### src/verilog/lpc_pkg.sv
// constants shared by the coprocessor core and its helpers
// assumes one 32-bit instruction per memory word
package lpc_pkg;
  // ----------------------------------------------------------------
  // sizes
  // ----------------------------------------------------------------
  localparam int GPR_N = 4;
  localparam int DATA_W = 16;
  localparam int PC_W = 11;
  localparam int MEM_AW = 16;
  localparam int PER_AW = 9;
  localparam int WORD_W = 32;
  // ----------------------------------------------------------------
  // instruction fields
  // ----------------------------------------------------------------
  localparam int OPC_HI = 31;
  localparam int OPC_LO = 27;
  localparam int RD_HI = 26;
  localparam int RD_LO = 25;
  localparam int RS_HI = 24;
  localparam int RS_LO = 23;
  localparam int RT_HI = 22;
  localparam int RT_LO = 21;
  localparam int BOFF_HI = 23;
  localparam int BOFF_LO = 16;
  localparam int IMM_HI = 15;
  localparam int IMM_LO = 0;
  localparam int PDATA_HI = 26;
  localparam int PDATA_LO = 19;
  localparam int PHIGH_HI = 18;
  localparam int PHIGH_LO = 14;
  localparam int PLOW_HI = 13;
  localparam int PLOW_LO = 9;
  localparam int PADDR_HI = 8;
  localparam int PADDR_LO = 0;
  localparam int STPC_LO = 21;
  localparam int STTAG_LO = 16;
  localparam logic [4:0] STORE_TAG = 5'h01;
  // ----------------------------------------------------------------
  // alu selects, low three opcode bits; bit 3 picks the immediate
  // ----------------------------------------------------------------
  localparam logic [2:0] ALU_ADD = 3'h0;
  localparam logic [2:0] ALU_SUB = 3'h1;
  localparam logic [2:0] ALU_AND = 3'h2;
  localparam logic [2:0] ALU_OR = 3'h3;
  localparam logic [2:0] ALU_MOV = 3'h4;
  localparam logic [2:0] ALU_SHL = 3'h5;
  localparam logic [2:0] ALU_SHR = 3'h6;
  localparam logic [2:0] ALU_NONE = 3'h7;
  localparam int IMM_BIT = 3;
  localparam int CTRL_BIT = 4;
  // ----------------------------------------------------------------
  // control opcodes
  // ----------------------------------------------------------------
  localparam logic [4:0] STORE_OP = 5'h10;
  localparam logic [4:0] LOAD_OP = 5'h11;
  localparam logic [4:0] BRANCH_LESS_OP = 5'h12;
  localparam logic [4:0] BRANCH_GE_OP = 5'h13;
  localparam logic [4:0] JUMP_REG_OP = 5'h14;
  localparam logic [4:0] JUMP_IMM_OP = 5'h15;
  localparam logic [4:0] JUMP_ZERO_REG_OP = 5'h16;
  localparam logic [4:0] JUMP_ZERO_IMM_OP = 5'h17;
  localparam logic [4:0] JUMP_OVF_REG_OP = 5'h18;
  localparam logic [4:0] JUMP_OVF_IMM_OP = 5'h19;
  localparam logic [4:0] HALT_OP = 5'h1a;
  localparam logic [4:0] TIMER_STOP_OP = 5'h1b;
  localparam logic [4:0] DELAY_OP = 5'h1c;
  localparam logic [4:0] WAKE_OP = 5'h1d;
  localparam logic [4:0] PER_WRITE_OP = 5'h1e;
  localparam logic [4:0] PER_READ_OP = 5'h1f;
  localparam logic [PC_W-1:0] PC_ONE = 11'h001;
  localparam logic [15:0] CNT_ONE = 16'h0001;
  localparam logic [15:0] TIMER_DEF = 16'h03e8;
endpackage

### src/verilog/lpc_alu_if.sv
// operand and result bundle between the core and its alu
// assumes a purely combinational alu
`timescale 1ns/1ps
`default_nettype none
interface lpc_alu_if;
  logic [15:0] a;
  logic [15:0] b;
  logic [2:0] op;
  logic [15:0] y;
  logic zero;
  logic ovf;
  modport core (output a, output b, output op, input y, input zero, input ovf);
  modport alu (input a, input b, input op, output y, output zero, output ovf);
endinterface
`default_nettype wire

### src/verilog/lpc_core.sv
// instruction execution core of the low power coprocessor
// assumes memory and peripherals answer a held request with one ack pulse
//
// Contract
// - four sixteen-bit registers, any may be operand or destination.
// - relative compare branches compare register zero.
// - load and store addresses are word indices, zero is first word.
// - store address is address register plus offset field.
// - stored word holds instruction address, constant one, register value.
// - load puts low sixteen bits of addressed word into destination.
// - halt stops execution but wakeup timer keeps running.
// - timer stop disables timer, execution continues.
// - branch less adds signed word offset when register zero below immediate.
// - branch ge adds offset when register zero at least immediate.
// - unconditional jump loads pc from register or immediate.
// - zero jump taken only when last alu result was zero.
// - overflow jump taken only when last alu operation overflowed.
// - register forms add, sub, and, or, move, shifts.
// - immediate forms of the same alu operations.
// - delay idles for operand cycles then proceeds.
// - peripheral write places literal into chosen bit range.
// - peripheral read puts chosen bit range into register zero.
// - each instruction is one 32-bit word, one fetch each.
// - wake does nothing unless controller ready, else signals interrupt.
`timescale 1ns/1ps
`default_nettype none
module lpc_core #(
  parameter logic [15:0] TIMER_CYCLES = lpc_pkg::TIMER_DEF
) (
  // clock, reset, enable
  input wire logic ref_clk,
  input wire logic nrst,
  input wire logic ce,
  // host start
  input wire logic start,
  input wire logic [10:0] entry_pc,
  output logic running,
  // slow memory
  output logic mem_req,
  output logic mem_we,
  output logic [15:0] mem_addr,
  output logic [31:0] mem_wdata,
  input wire logic mem_ack,
  input wire logic [31:0] mem_rdata,
  // peripheral registers
  output logic per_req,
  output logic per_we,
  output logic [8:0] per_addr,
  output logic [31:0] per_wdata,
  output logic [31:0] per_wmask,
  input wire logic per_ack,
  input wire logic [31:0] per_rdata,
  // wakeup to the low power controller
  input wire logic wake_ready,
  output logic wake_irq
);
  // ----------------------------------------------------------------
  // state
  // ----------------------------------------------------------------
  typedef enum logic [2:0] {
    ST_IDLE, ST_FETCH, ST_EXEC, ST_LOAD, ST_STORE, ST_PER, ST_DELAY, ST_HALT
  } lpc_state_t;

  typedef struct packed {
    lpc_state_t st;
    logic [10:0] pc;
    logic [10:0] entry;
    logic [31:0] ir;
    logic [3:0][15:0] gpr;
    logic zf;
    logic of;
    logic timer_en;
    logic [15:0] tcnt;
    logic [15:0] dcnt;
    logic mem_req;
    logic mem_we;
    logic [15:0] mem_addr;
    logic [31:0] mem_wdata;
    logic per_req;
    logic per_we;
    logic [8:0] per_addr;
    logic [31:0] per_wdata;
    logic [31:0] per_wmask;
    logic wake;
  } lpc_core_t;

  localparam lpc_core_t CORE_RST = '0;

  lpc_core_t s;
  lpc_core_t next_s;

  // ----------------------------------------------------------------
  // instruction fields
  // ----------------------------------------------------------------
  logic [4:0] opc;
  logic [1:0] rd;
  logic [1:0] rs;
  logic [1:0] rt;
  logic [15:0] imm;
  logic [7:0] boff;
  logic [10:0] pc_next;
  logic [10:0] br_tgt;
  logic [15:0] ls_addr;
  logic is_alu;
  logic [15:0] fld_ext;
  logic [31:0] fld_mask;
  logic [31:0] fld_wdata;

  assign opc = s.ir[lpc_pkg::OPC_HI:lpc_pkg::OPC_LO];
  assign rd = s.ir[lpc_pkg::RD_HI:lpc_pkg::RD_LO];
  assign rs = s.ir[lpc_pkg::RS_HI:lpc_pkg::RS_LO];
  assign rt = s.ir[lpc_pkg::RT_HI:lpc_pkg::RT_LO];
  assign imm = s.ir[lpc_pkg::IMM_HI:lpc_pkg::IMM_LO];
  assign boff = s.ir[lpc_pkg::BOFF_HI:lpc_pkg::BOFF_LO];
  assign pc_next = s.pc + lpc_pkg::PC_ONE;
  assign br_tgt = s.pc + {{3{boff[7]}}, boff};
  assign ls_addr = s.gpr[rs] + {5'h00, imm[lpc_pkg::PC_W-1:0]};
  assign is_alu = !opc[lpc_pkg::CTRL_BIT] && (opc[2:0] != lpc_pkg::ALU_NONE);

  // ----------------------------------------------------------------
  // helpers
  // ----------------------------------------------------------------
  lpc_alu_if alu_bus ();

  lpc_alu u_alu (
    .bus(alu_bus)
  );

  assign alu_bus.a = s.gpr[rs];
  assign alu_bus.b = opc[lpc_pkg::IMM_BIT] ? imm : s.gpr[rt];
  assign alu_bus.op = opc[2:0];

  lpc_field u_field (
    .low(s.ir[lpc_pkg::PLOW_HI:lpc_pkg::PLOW_LO]),
    .high(s.ir[lpc_pkg::PHIGH_HI:lpc_pkg::PHIGH_LO]),
    .rdata(per_rdata),
    .wval(s.ir[lpc_pkg::PDATA_HI:lpc_pkg::PDATA_LO]),
    .ext(fld_ext),
    .mask(fld_mask),
    .wdata(fld_wdata)
  );

  function automatic lpc_core_t go_fetch(input lpc_core_t c, input logic [10:0] a);
    lpc_core_t r;
    r = c;
    r.pc = a;
    r.st = ST_FETCH;
    r.mem_req = 1'b1;
    r.mem_we = 1'b0;
    r.mem_addr = {5'h00, a};
    return r;
  endfunction

  // ----------------------------------------------------------------
  // sequencing
  // ----------------------------------------------------------------
  always_comb begin
    next_s = s;
    next_s.wake = 1'b0;
    unique case (s.st)
      ST_IDLE, ST_HALT: begin
        // start only from rest, so no bus request is ever cut short
        if (start) begin
          next_s = go_fetch(s, entry_pc);
          next_s.entry = entry_pc;
          next_s.timer_en = 1'b1;
          next_s.tcnt = 16'h0000;
        end else if (s.st == ST_HALT && s.timer_en) begin
          if (s.tcnt >= TIMER_CYCLES - lpc_pkg::CNT_ONE) begin
            next_s = go_fetch(s, s.entry);
            next_s.tcnt = 16'h0000;
          end else begin
            next_s.tcnt = s.tcnt + lpc_pkg::CNT_ONE;
          end
        end
      end
      ST_FETCH: begin
        if (mem_ack) begin
          next_s.mem_req = 1'b0;
          next_s.ir = mem_rdata;
          next_s.st = ST_EXEC;
        end
      end
      ST_EXEC: begin
        if (is_alu) begin
          next_s = go_fetch(s, pc_next);
          next_s.gpr[rd] = alu_bus.y;
          next_s.zf = alu_bus.zero;
          next_s.of = alu_bus.ovf;
        end else begin
          unique case (opc)
            lpc_pkg::STORE_OP: begin
              next_s.mem_req = 1'b1;
              next_s.mem_we = 1'b1;
              next_s.mem_addr = ls_addr;
              next_s.mem_wdata = {s.pc, lpc_pkg::STORE_TAG, s.gpr[rd]};
              next_s.st = ST_STORE;
            end
            lpc_pkg::LOAD_OP: begin
              next_s.mem_req = 1'b1;
              next_s.mem_we = 1'b0;
              next_s.mem_addr = ls_addr;
              next_s.st = ST_LOAD;
            end
            lpc_pkg::BRANCH_LESS_OP:
              next_s = go_fetch(s, (s.gpr[0] < imm) ? br_tgt : pc_next);
            lpc_pkg::BRANCH_GE_OP:
              next_s = go_fetch(s, (s.gpr[0] >= imm) ? br_tgt : pc_next);
            lpc_pkg::JUMP_REG_OP: next_s = go_fetch(s, s.gpr[rs][10:0]);
            lpc_pkg::JUMP_IMM_OP: next_s = go_fetch(s, imm[10:0]);
            lpc_pkg::JUMP_ZERO_REG_OP: next_s = go_fetch(s, s.zf ? s.gpr[rs][10:0] : pc_next);
            lpc_pkg::JUMP_ZERO_IMM_OP: next_s = go_fetch(s, s.zf ? imm[10:0] : pc_next);
            lpc_pkg::JUMP_OVF_REG_OP: next_s = go_fetch(s, s.of ? s.gpr[rs][10:0] : pc_next);
            lpc_pkg::JUMP_OVF_IMM_OP: next_s = go_fetch(s, s.of ? imm[10:0] : pc_next);
            lpc_pkg::HALT_OP: begin
              next_s.st = ST_HALT;
              next_s.tcnt = 16'h0000;
            end
            lpc_pkg::TIMER_STOP_OP: begin
              next_s = go_fetch(s, pc_next);
              next_s.timer_en = 1'b0;
            end
            lpc_pkg::DELAY_OP: begin
              if (imm == 16'h0000) begin
                next_s = go_fetch(s, pc_next);
              end else begin
                next_s.dcnt = imm - lpc_pkg::CNT_ONE;
                next_s.st = ST_DELAY;
              end
            end
            lpc_pkg::WAKE_OP: begin
              next_s = go_fetch(s, pc_next);
              next_s.wake = wake_ready;
            end
            lpc_pkg::PER_WRITE_OP: begin
              next_s.per_req = 1'b1;
              next_s.per_we = 1'b1;
              next_s.per_addr = s.ir[lpc_pkg::PADDR_HI:lpc_pkg::PADDR_LO];
              next_s.per_wdata = fld_wdata;
              next_s.per_wmask = fld_mask;
              next_s.st = ST_PER;
            end
            lpc_pkg::PER_READ_OP: begin
              next_s.per_req = 1'b1;
              next_s.per_we = 1'b0;
              next_s.per_addr = s.ir[lpc_pkg::PADDR_HI:lpc_pkg::PADDR_LO];
              next_s.st = ST_PER;
            end
            // unused codes run as no-operation
            default: next_s = go_fetch(s, pc_next);
          endcase
        end
      end
      ST_LOAD: begin
        if (mem_ack) begin
          next_s = go_fetch(s, pc_next);
          next_s.gpr[rd] = mem_rdata[15:0];
        end
      end
      ST_STORE: begin
        if (mem_ack) begin
          next_s = go_fetch(s, pc_next);
        end
      end
      ST_PER: begin
        if (per_ack) begin
          next_s = go_fetch(s, pc_next);
          next_s.per_req = 1'b0;
          if (!s.per_we) begin
            next_s.gpr[0] = fld_ext;
          end
        end
      end
      ST_DELAY: begin
        if (s.dcnt == 16'h0000) begin
          next_s = go_fetch(s, pc_next);
        end else begin
          next_s.dcnt = s.dcnt - lpc_pkg::CNT_ONE;
        end
      end
    endcase
  end

  always_ff @(posedge ref_clk) begin
    if (!nrst) begin
      s <= CORE_RST;
    end else if (ce) begin
      s <= next_s;
    end
  end

  // ----------------------------------------------------------------
  // outputs
  // ----------------------------------------------------------------
  assign running = (s.st != ST_IDLE) && (s.st != ST_HALT);
  assign mem_req = s.mem_req;
  assign mem_we = s.mem_we;
  assign mem_addr = s.mem_addr;
  assign mem_wdata = s.mem_wdata;
  assign per_req = s.per_req;
  assign per_we = s.per_we;
  assign per_addr = s.per_addr;
  assign per_wdata = s.per_wdata;
  assign per_wmask = s.per_wmask;
  assign wake_irq = s.wake;

  logic ex;
  assign ex = (s.st == ST_EXEC);
endmodule
`default_nettype wire

### src/verilog/lpc_alu.sv
// sixteen-bit alu of the coprocessor
// assumes the core registers result and flags
`timescale 1ns/1ps
`default_nettype none
module lpc_alu (
  // operands and result
  lpc_alu_if.alu bus
);
  logic [16:0] wide;

  // ----------------------------------------------------------------
  // datapath
  // ----------------------------------------------------------------
  // overflow is the carry out of add and the borrow of subtract
  always_comb begin
    wide = 17'h00000;
    unique case (bus.op)
      lpc_pkg::ALU_ADD: wide = {1'b0, bus.a} + {1'b0, bus.b};
      lpc_pkg::ALU_SUB: wide = {1'b0, bus.a} - {1'b0, bus.b};
      lpc_pkg::ALU_AND: wide = {1'b0, bus.a & bus.b};
      lpc_pkg::ALU_OR: wide = {1'b0, bus.a | bus.b};
      lpc_pkg::ALU_MOV: wide = {1'b0, bus.b};
      lpc_pkg::ALU_SHL: wide = {1'b0, bus.a << bus.b};
      lpc_pkg::ALU_SHR: wide = {1'b0, bus.a >> bus.b};
      default: wide = 17'h00000;
    endcase
  end

  assign bus.y = wide[15:0];
  assign bus.zero = (wide[15:0] == 16'h0000);
  assign bus.ovf = wide[16];
endmodule
`default_nettype wire

### src/verilog/lpc_field.sv
// bit-range extract and masked-write shaping for peripheral words
// assumes low <= high; the range is clipped to sixteen bits on read
`timescale 1ns/1ps
`default_nettype none
module lpc_field (
  // range
  input wire logic [4:0] low,
  input wire logic [4:0] high,
  // data
  input wire logic [31:0] rdata,
  input wire logic [7:0] wval,
  output logic [15:0] ext,
  output logic [31:0] mask,
  output logic [31:0] wdata
);
  logic [5:0] width;
  logic [32:0] ones;
  logic [31:0] shifted;

  assign width = 6'({1'b0, high} - {1'b0, low} + 6'h01);
  assign ones = (33'h000000001 << width) - 33'h000000001;
  assign mask = ones[31:0] << low;
  assign shifted = (rdata & mask) >> low;
  assign ext = shifted[15:0];
  assign wdata = ({24'h000000, wval} << low) & mask;
endmodule
`default_nettype wire

### config.mk
export PLATFORM = sky130hd
export DESIGN_NAME = lpc_core
export DESIGN_NICKNAME = d
export VERILOG_FILES = /design/src/verilog/lpc_pkg.sv /design/src/verilog/lpc_alu_if.sv /design/src/verilog/lpc_core.sv /design/src/verilog/lpc_alu.sv /design/src/verilog/lpc_field.sv
export SDC_FILE = /design/constraint.sdc
export NUM_CORES = 1
export LEC_CHECK = 0
export ABC_AREA = 1
export BUFFER_PORTS_ARGS = -buffer_cell sky130_fd_sc_hd__buf_4
export CAP_MARGIN = 5
export CORE_MARGIN = 4
export CORE_UTILIZATION = 30
export CTS_CLUSTER_SIZE = 25
export DETAILED_ROUTE_END_ITERATION = 8
export HOLD_SLACK_MARGIN = 0.08
export PLACE_DENSITY = 0.56
export SLEW_MARGIN = 10
export SYNTH_ARGS = -nofsm -noshare
export SYNTH_HDL_FRONTEND = slang
export SYNTH_SLANG_ARGS = --single-unit
export TNS_END_PERCENT = 5
### constraint.sdc
create_clock -name ref_clk -period 7.1 [get_ports ref_clk]
set_clock_uncertainty 0.1 [all_clocks]
set_input_delay 0.71 -clock ref_clk [delete_from_list [all_inputs] [get_ports ref_clk]]
set_output_delay 0.71 -clock ref_clk [all_outputs]
set_load 0.1 [all_outputs]
==> flow_summary.toml, run 1 <==
[finish]
layout.cells.non_filler = 5707
drive_gt1_share_pct = 10.8
area_growth_pct = 9.82
nNetsFinal = 4659
final_area_um2 = 29800

[yosys]
synth_edf_count = 0
ys_seq_elements = 278
ys_types = 70
yosysWarnings = 0
seq_area_frac_synth_pct = 20.5
netlist_instances = 4572
avgSynthCellArea_um2 = 5.94
synth-main-ff-cell = "dfxtp_1"
syn-cell-area_um2 = 27200
synth_async_sr_flop_share_pct = 0

[route]
via_per_inst = 5.71
vias = 32600
drt-wirelength-per-cell_um = 23.0
drt-pass1-iter-count = 9
drtIter0Drc = 4214
postRouteAntennaNets = 0
route.detailed.drc = 0
routed_wl_um = 131000

[global_routing]
grt_pass1_vias = 29200
top_usage_layer = "met2"
use_met3_pct = 4.03
antenna_found_initial = 6
grt.total_usage_pct = 26.2
grt_use_met1_pct = 37.5
grt_pass1_wl_um = 192000
grt_max_degree = 73
gr-total-overflow = 0
met2_usage_pct = 39.1

[clock_tree]
cts_tree = "yes"
path_clk_slew_ns = 0.06
cts_root_buf = "clkbuf_16"
clockBufferDepth = 3
cts-htree-levels = 2
worstSkewPairLatency_ns = 0.59
ctsHoldBuffers = 0
cts.sinks = 278
postCtsSetupBuffers = 0
cts_resized = 0
cts_buffers = 36

[critical_path]
cp_slowest_stage_delay_ns = 0.78
rr_worst_depth = 29
cp_common_cell = "nand2_1"
cp_slowest_cell = "o21ai_0"
path_max_fanout = 21
timing.rr.start = "boff[5]"
end_kind = "flip-flop"
required_ns = 7.48
startpoint_type = "flip-flop"
r2r_setup_slack_ns = 1.27
crit_type = "reg -> reg"
arrival_ns = 6.21
r2r_end = "s[192]"

[die]
fp.dieH_um = 309
coreArea_um2 = 89900
start_util_pct = 30.2
num_io_pins = 209
core.rowCount = 110
dieWidth_um = 309
design.die.area_um2 = 95400

[timing]
hold_violations = 0
finalCritPeriodShare_pct = 82.2
slew_headroom_pct = 22.1
rsz0062_at_grt = "no"
tightest_slew_ns = 1.16
tns_ns = 0
finalMaxSlewViolations = 0
finalSetupViolCount = 0
period_needed_ns = 5.83
max_freq_mhz = 171

[placement]
dpl.hpwl_um = 101000
io_buffers = 204
dp_cells = 5640
placed_cell_area_um2 = 28600
gp_congestion = 1.03

[run]
maxCapViolations = 0

[hold_path]
hold_path_class = "in -> reg"
hold_path_end = "boff[1]"
min_from = "mem_rdata[17]"
hold_depth = 3

[pwr]
p_leak_nw = 12.9
peakVddDrop_v = 0.000119
powerDensity_nw_per_um2 = 145
totalPowerFinal_w = 0.00433

[status]
outcome = "finished clean"
## sequential cells by signal, summed over array words and instances (netlist names), 8 cells and up
register	cells
s	124
mem_wdata	28
per_wmask	32
per_wdata	32
boff	8
per_addr	9
imm	16
mem_addr	16
## layout make-up
| cell class | instances | area, um2 |
|---|---|---|
| timing repair buffer | 265 | 1990 |
| multi-input combinational | 3497 | 18000 |
| sequential | 278 | 5570 |
| fill | 10100 | 60000 |
| clock buffer | 46 | 988 |
| clock inverter | 18 | 190 |
| antenna | 3 | 7.51 |
| tap | 1176 | 1470 |
| inverter | 424 | 1600 |
## worst max path at each step
| stage | startpoint | endpoint | slack, ns |
|---|---|---|---|
| floorplan | imm[9] | s[161] | 2.12 |
| global placement | boff[5] | s[208] | 1.52 |
| detailed placement | boff[5] | s[192] | 1.49 |
| CTS | boff[5] | s[192] | 1.42 |
| global route | boff[5] | s[192] | 0.59 |
| finish | boff[5] | s[192] | 1.27 |
## routing by layer
metal / part of all wire [%] / up-vias
li1: - / 15400
met1: 44 / 15400
met2: 42 / 1598
met3: 9.2 / 233
met4: 4.6 / 4
met5: 0.021 / -
## Yosys cell counts, types with 6 or more instances
master	count	share of area, %
nand3b_1	12	0.33
inv_1	389	5.4
a221oi_1	10	0.32
nor4_1	14	0.32
nand2_4	6	0.25
nor2_2	14	0.32
o221ai_1	21	0.68
clkinv_1	18	0.25
o21ai_0	417	7.7
nand2_1	1070	15
o211ai_1	84	2.3
buf_4	130	3.6
o22ai_1	52	1.2
inv_2	17	0.23
o21ai_1	32	0.59
nand3_1	506	9.3
a211oi_1	15	0.41
nand2_2	23	0.53
or2_2	7	0.16
xor2_1	34	1.1
dfxtp_1	278	20
o32ai_1	8	0.26
nand3_2	41	1.5
buf_1	19	0.26
o21bai_1	6	0.17
nor2_1	338	4.7
a31oi_1	17	0.39
xnor2_1	10	0.32
a21oi_2	9	0.29
a21oi_1	429	7.9
clkbuf_1	164	2.3
a32oi_1	6	0.19
o31ai_1	7	0.19
o2111ai_1	21	0.68
nor2_4	6	0.25
nand4_1	66	1.5
buf_2	55	1.0
ha_1	71	3.3
a22oi_1	19	0.53
nor3_1	63	1.2
## worst max-delay path, delay by kind of cell, from the launching register on
family          cells  cell delay, ns
simple gates       12            1.66
buf+inv             4            0.59
xor+xnor            2            0.22
fa+ha+maj           2            0.57
flops               1            0.48
compound gates      9            2.10
## through the flow
stage	setup WS (ns)	hold slack, ns	util, %
after floorplan	2.12	0.323	-
after global placement	1.52	0.334	31.9
after detailed placement	1.49	0.336	31.9
after CTS	1.42	0.246	33.2
after global routing	0.592	0.258	33.2
final	1.27	0.268	33.2
## cells in the final DEF, fill, tap and decap left out, types with 8 or more instances in the layout
master        n
a211oi_1     15
a21oi_1     429
a21oi_2       9
a221oi_1     10
a22oi_1      19
a31oi_1      17
buf_4       265
clkbuf_16    36
clkinv_1     16
dfxtp_1     274
ha_1         71
inv_1       386
inv_2        21
nand2_1    1070
nand2_2      23
nand3_1     506
nand3_2      41
nand3b_1     12
nand4_1      66
nor2_1      333
nor2_2       17
nor2_4        8
nor3_1       63
nor4_1       11
o2111ai_1    21
o211ai_1     84
o21ai_0     416
o21ai_1      32
o221ai_1     21
o22ai_1      52
o32ai_1       8
xnor2_1      10
xor2_1       34
## power by group
part | internal (W) | switching (W) | total, W
Sequential | 0.00158 | 0.0000224 | 0.00160
Clock | 0.00107 | 0.000822 | 0.00189
Combinational | 0.000229 | 0.000611 | 0.000840
Total | 0.00288 | 0.00146 | 0.00433
## kinds of logic (layout without fill, tap and decap cells)
family	after synthesis	in the layout	share of synthesized area [%]
AO/OA/AOI/OAI	1176	1176	24.7
XOR/XNOR	44	44	1.42
flip-flops	278	278	20.5
multiplexers	2	2	0.0737
buffers and inverters	800	753	13.4
AND/OR/NAND/NOR	2196	2196	36.4
other	1	7	0.0138
adder cells (fa/ha/maj)	75	75	3.57
No activity file was read; power rests on OpenSTA's default activity.
==> run 2: changes to the inputs <==
Clock period 7.1 ns to 6 ns, I/O delays scaled along.
==> flow_summary.toml, run 2 (same netlist as run 1, synthesis figures left out) <==
[status]
outcome = "finished clean"

[critical_path]
startpoint_type = "flip-flop"
critPathBufInv = 5
crit_type = "reg -> reg"
timing.rr.start = "boff[5]"
rr_worst_depth = 28
r2r_setup_slack_ns = 0.54
end_kind = "flip-flop"
required_ns = 6.36
cp_slowest_cell = "dfxtp_1"
path_max_fanout = 17
arrival_ns = 5.81
cp_slowest_stage_delay_ns = 0.46
r2r_end = "s[223]"
crit_family = "simple AND/OR/NAND/NOR gates"

[finish]
drive_gt1_share_pct = 11.5
top_register = "s"
area_growth_pct = 11.1
layout_commonest_cell = "nand2_1"
largest_register_ff_count = 124
fin_util_pct = 33.6
final_area_um2 = 30200
final_cell_mix = "1070 x nand2_1, 506 x nand3_1, 429 x a21oi_1"
nNetsFinal = 4697

[timing]
hold_violations = 0
tightest_slew_ns = 1.15
hold_ws_ns = 0.155
max_freq_mhz = 183
tns_ns = 0
rsz0062_at_grt = "no"
finalMaxSlewViolations = 0
finalSetupViolCount = 0
slew_headroom_pct = 23.1
timing.final.ws_setup_ns = 0.543
period_needed_ns = 5.46
finalCritPeriodShare_pct = 90.9

[global_routing]
grt.total_usage_pct = 26.1
grt_pass1_vias = 29300
gr-total-overflow = 0
grt_pass1_wl_um = 191000
antenna_found_initial = 3
grt_max_degree = 68

[placement]
io_buffers = 204
gp_congestion = 1.02
dpl.hpwl_um = 102000
dpl_worst_slack_ns = 0.709
placed_cell_area_um2 = 28900

[route]
drt-wirelength-per-cell_um = 22.8
postRouteAntennaNets = 0
routed_wl_um = 131000
drt-pass1-iter-count = 8
drtIter0Drc = 4444
vias = 32800
via_per_inst = 5.70
route.detailed.drc = 0

[pwr]
p_leak_nw = 13.1
powerDensity_nw_per_um2 = 173
peakVddDrop_v = 0.000130

[clock_tree]
cts-htree-levels = 2
path_clk_slew_ns = 0.06
ctsHoldBuffers = 0
clockBufferDepth = 3
postCtsSetupBuffers = 0
cts.sinks = 278
cts_tree = "yes"
worstSkewPairLatency_ns = 0.58
cts_buffers = 37
cts_root_buf = "clkbuf_16"

[hold_path]
hold_path_end = "boff[2]"
hold_depth = 3
hold_path_class = "in -> reg"
min_from = "mem_rdata[18]"

[run]
maxCapViolations = 0

[die]
dieWidth_um = 309
coreArea_um2 = 89900
core.rowCount = 110
design.die.area_um2 = 95400
start_util_pct = 30.2
num_io_pins = 209
fp.dieH_um = 309
run 2: cell count changes in the layout (fill, tap and decap cells not counted), moves of 2 or more:
cell	before	now
clkinv_2	4	6
buf_4	265	301
clkbuf_1	5	7
clkbuf_16	36	38
clkinvlp_4	4	0
run 2: where the power goes:
| part | internal [W] | total, W | switching (W) |
|---|---|---|---|
| logic | 0.000273 | 0.000999 | 0.000725 |
| clock network | 0.00136 | 0.00232 | 0.000956 |
| registers | 0.00187 | 0.00189 | 0.0000260 |
run 2: tightest hold or removal path, stage by stage:
cell,delay (ns)
buf_4,0.08
nor2_1,0.03
nor2_1,0.08
run 2: per-stage QoR:
step                      std cells  total power (W)
after global placement         5677          0.00289
final                          5745          0.00521
after CTS                      5743          0.00522
after detailed placement       5677          0.00289
after floorplan                4575          0.00255
after global routing           5744          0.00539
run 2: layer usage:
layer  global-route usage [%]  wire length, um  up-vias
li1                         -                -    15400
met1                     37.6            57900    15400
met2                     38.6            54500     1733
met3                     4.20            12500      228
met4                     10.8             5990        0
met5                        0                0        -
run 2: cell type report:
class	instances	area [um2]
clock buffers	50	1050
well taps	1176	1470
multi-input cells	3497	18000
flip-flops and latches	278	5570
diodes	2	5.00
clock inverters	16	189
inverters	424	1600
repair buffers	302	2280
fillers	10000	59700
run 2: repair_timing:
action | in CTS | in global routing
setup endpoints to repair | 0 | 4
hold endpoints to repair | 0 | 0
resized for setup | 0 | 1
run 2: how the worst max path moves through the flow:
stage,start,end,slack [ns],cells after the start
after floorplan,imm[9],s[161],1.02,36
after global placement,boff[5],s[208],0.69,27
after detailed placement,boff[5],s[208],0.71,27
after CTS,boff[5],s[208],0.63,27
after global routing,boff[5],s[223],0.03,28
final,boff[5],s[223],0.54,28
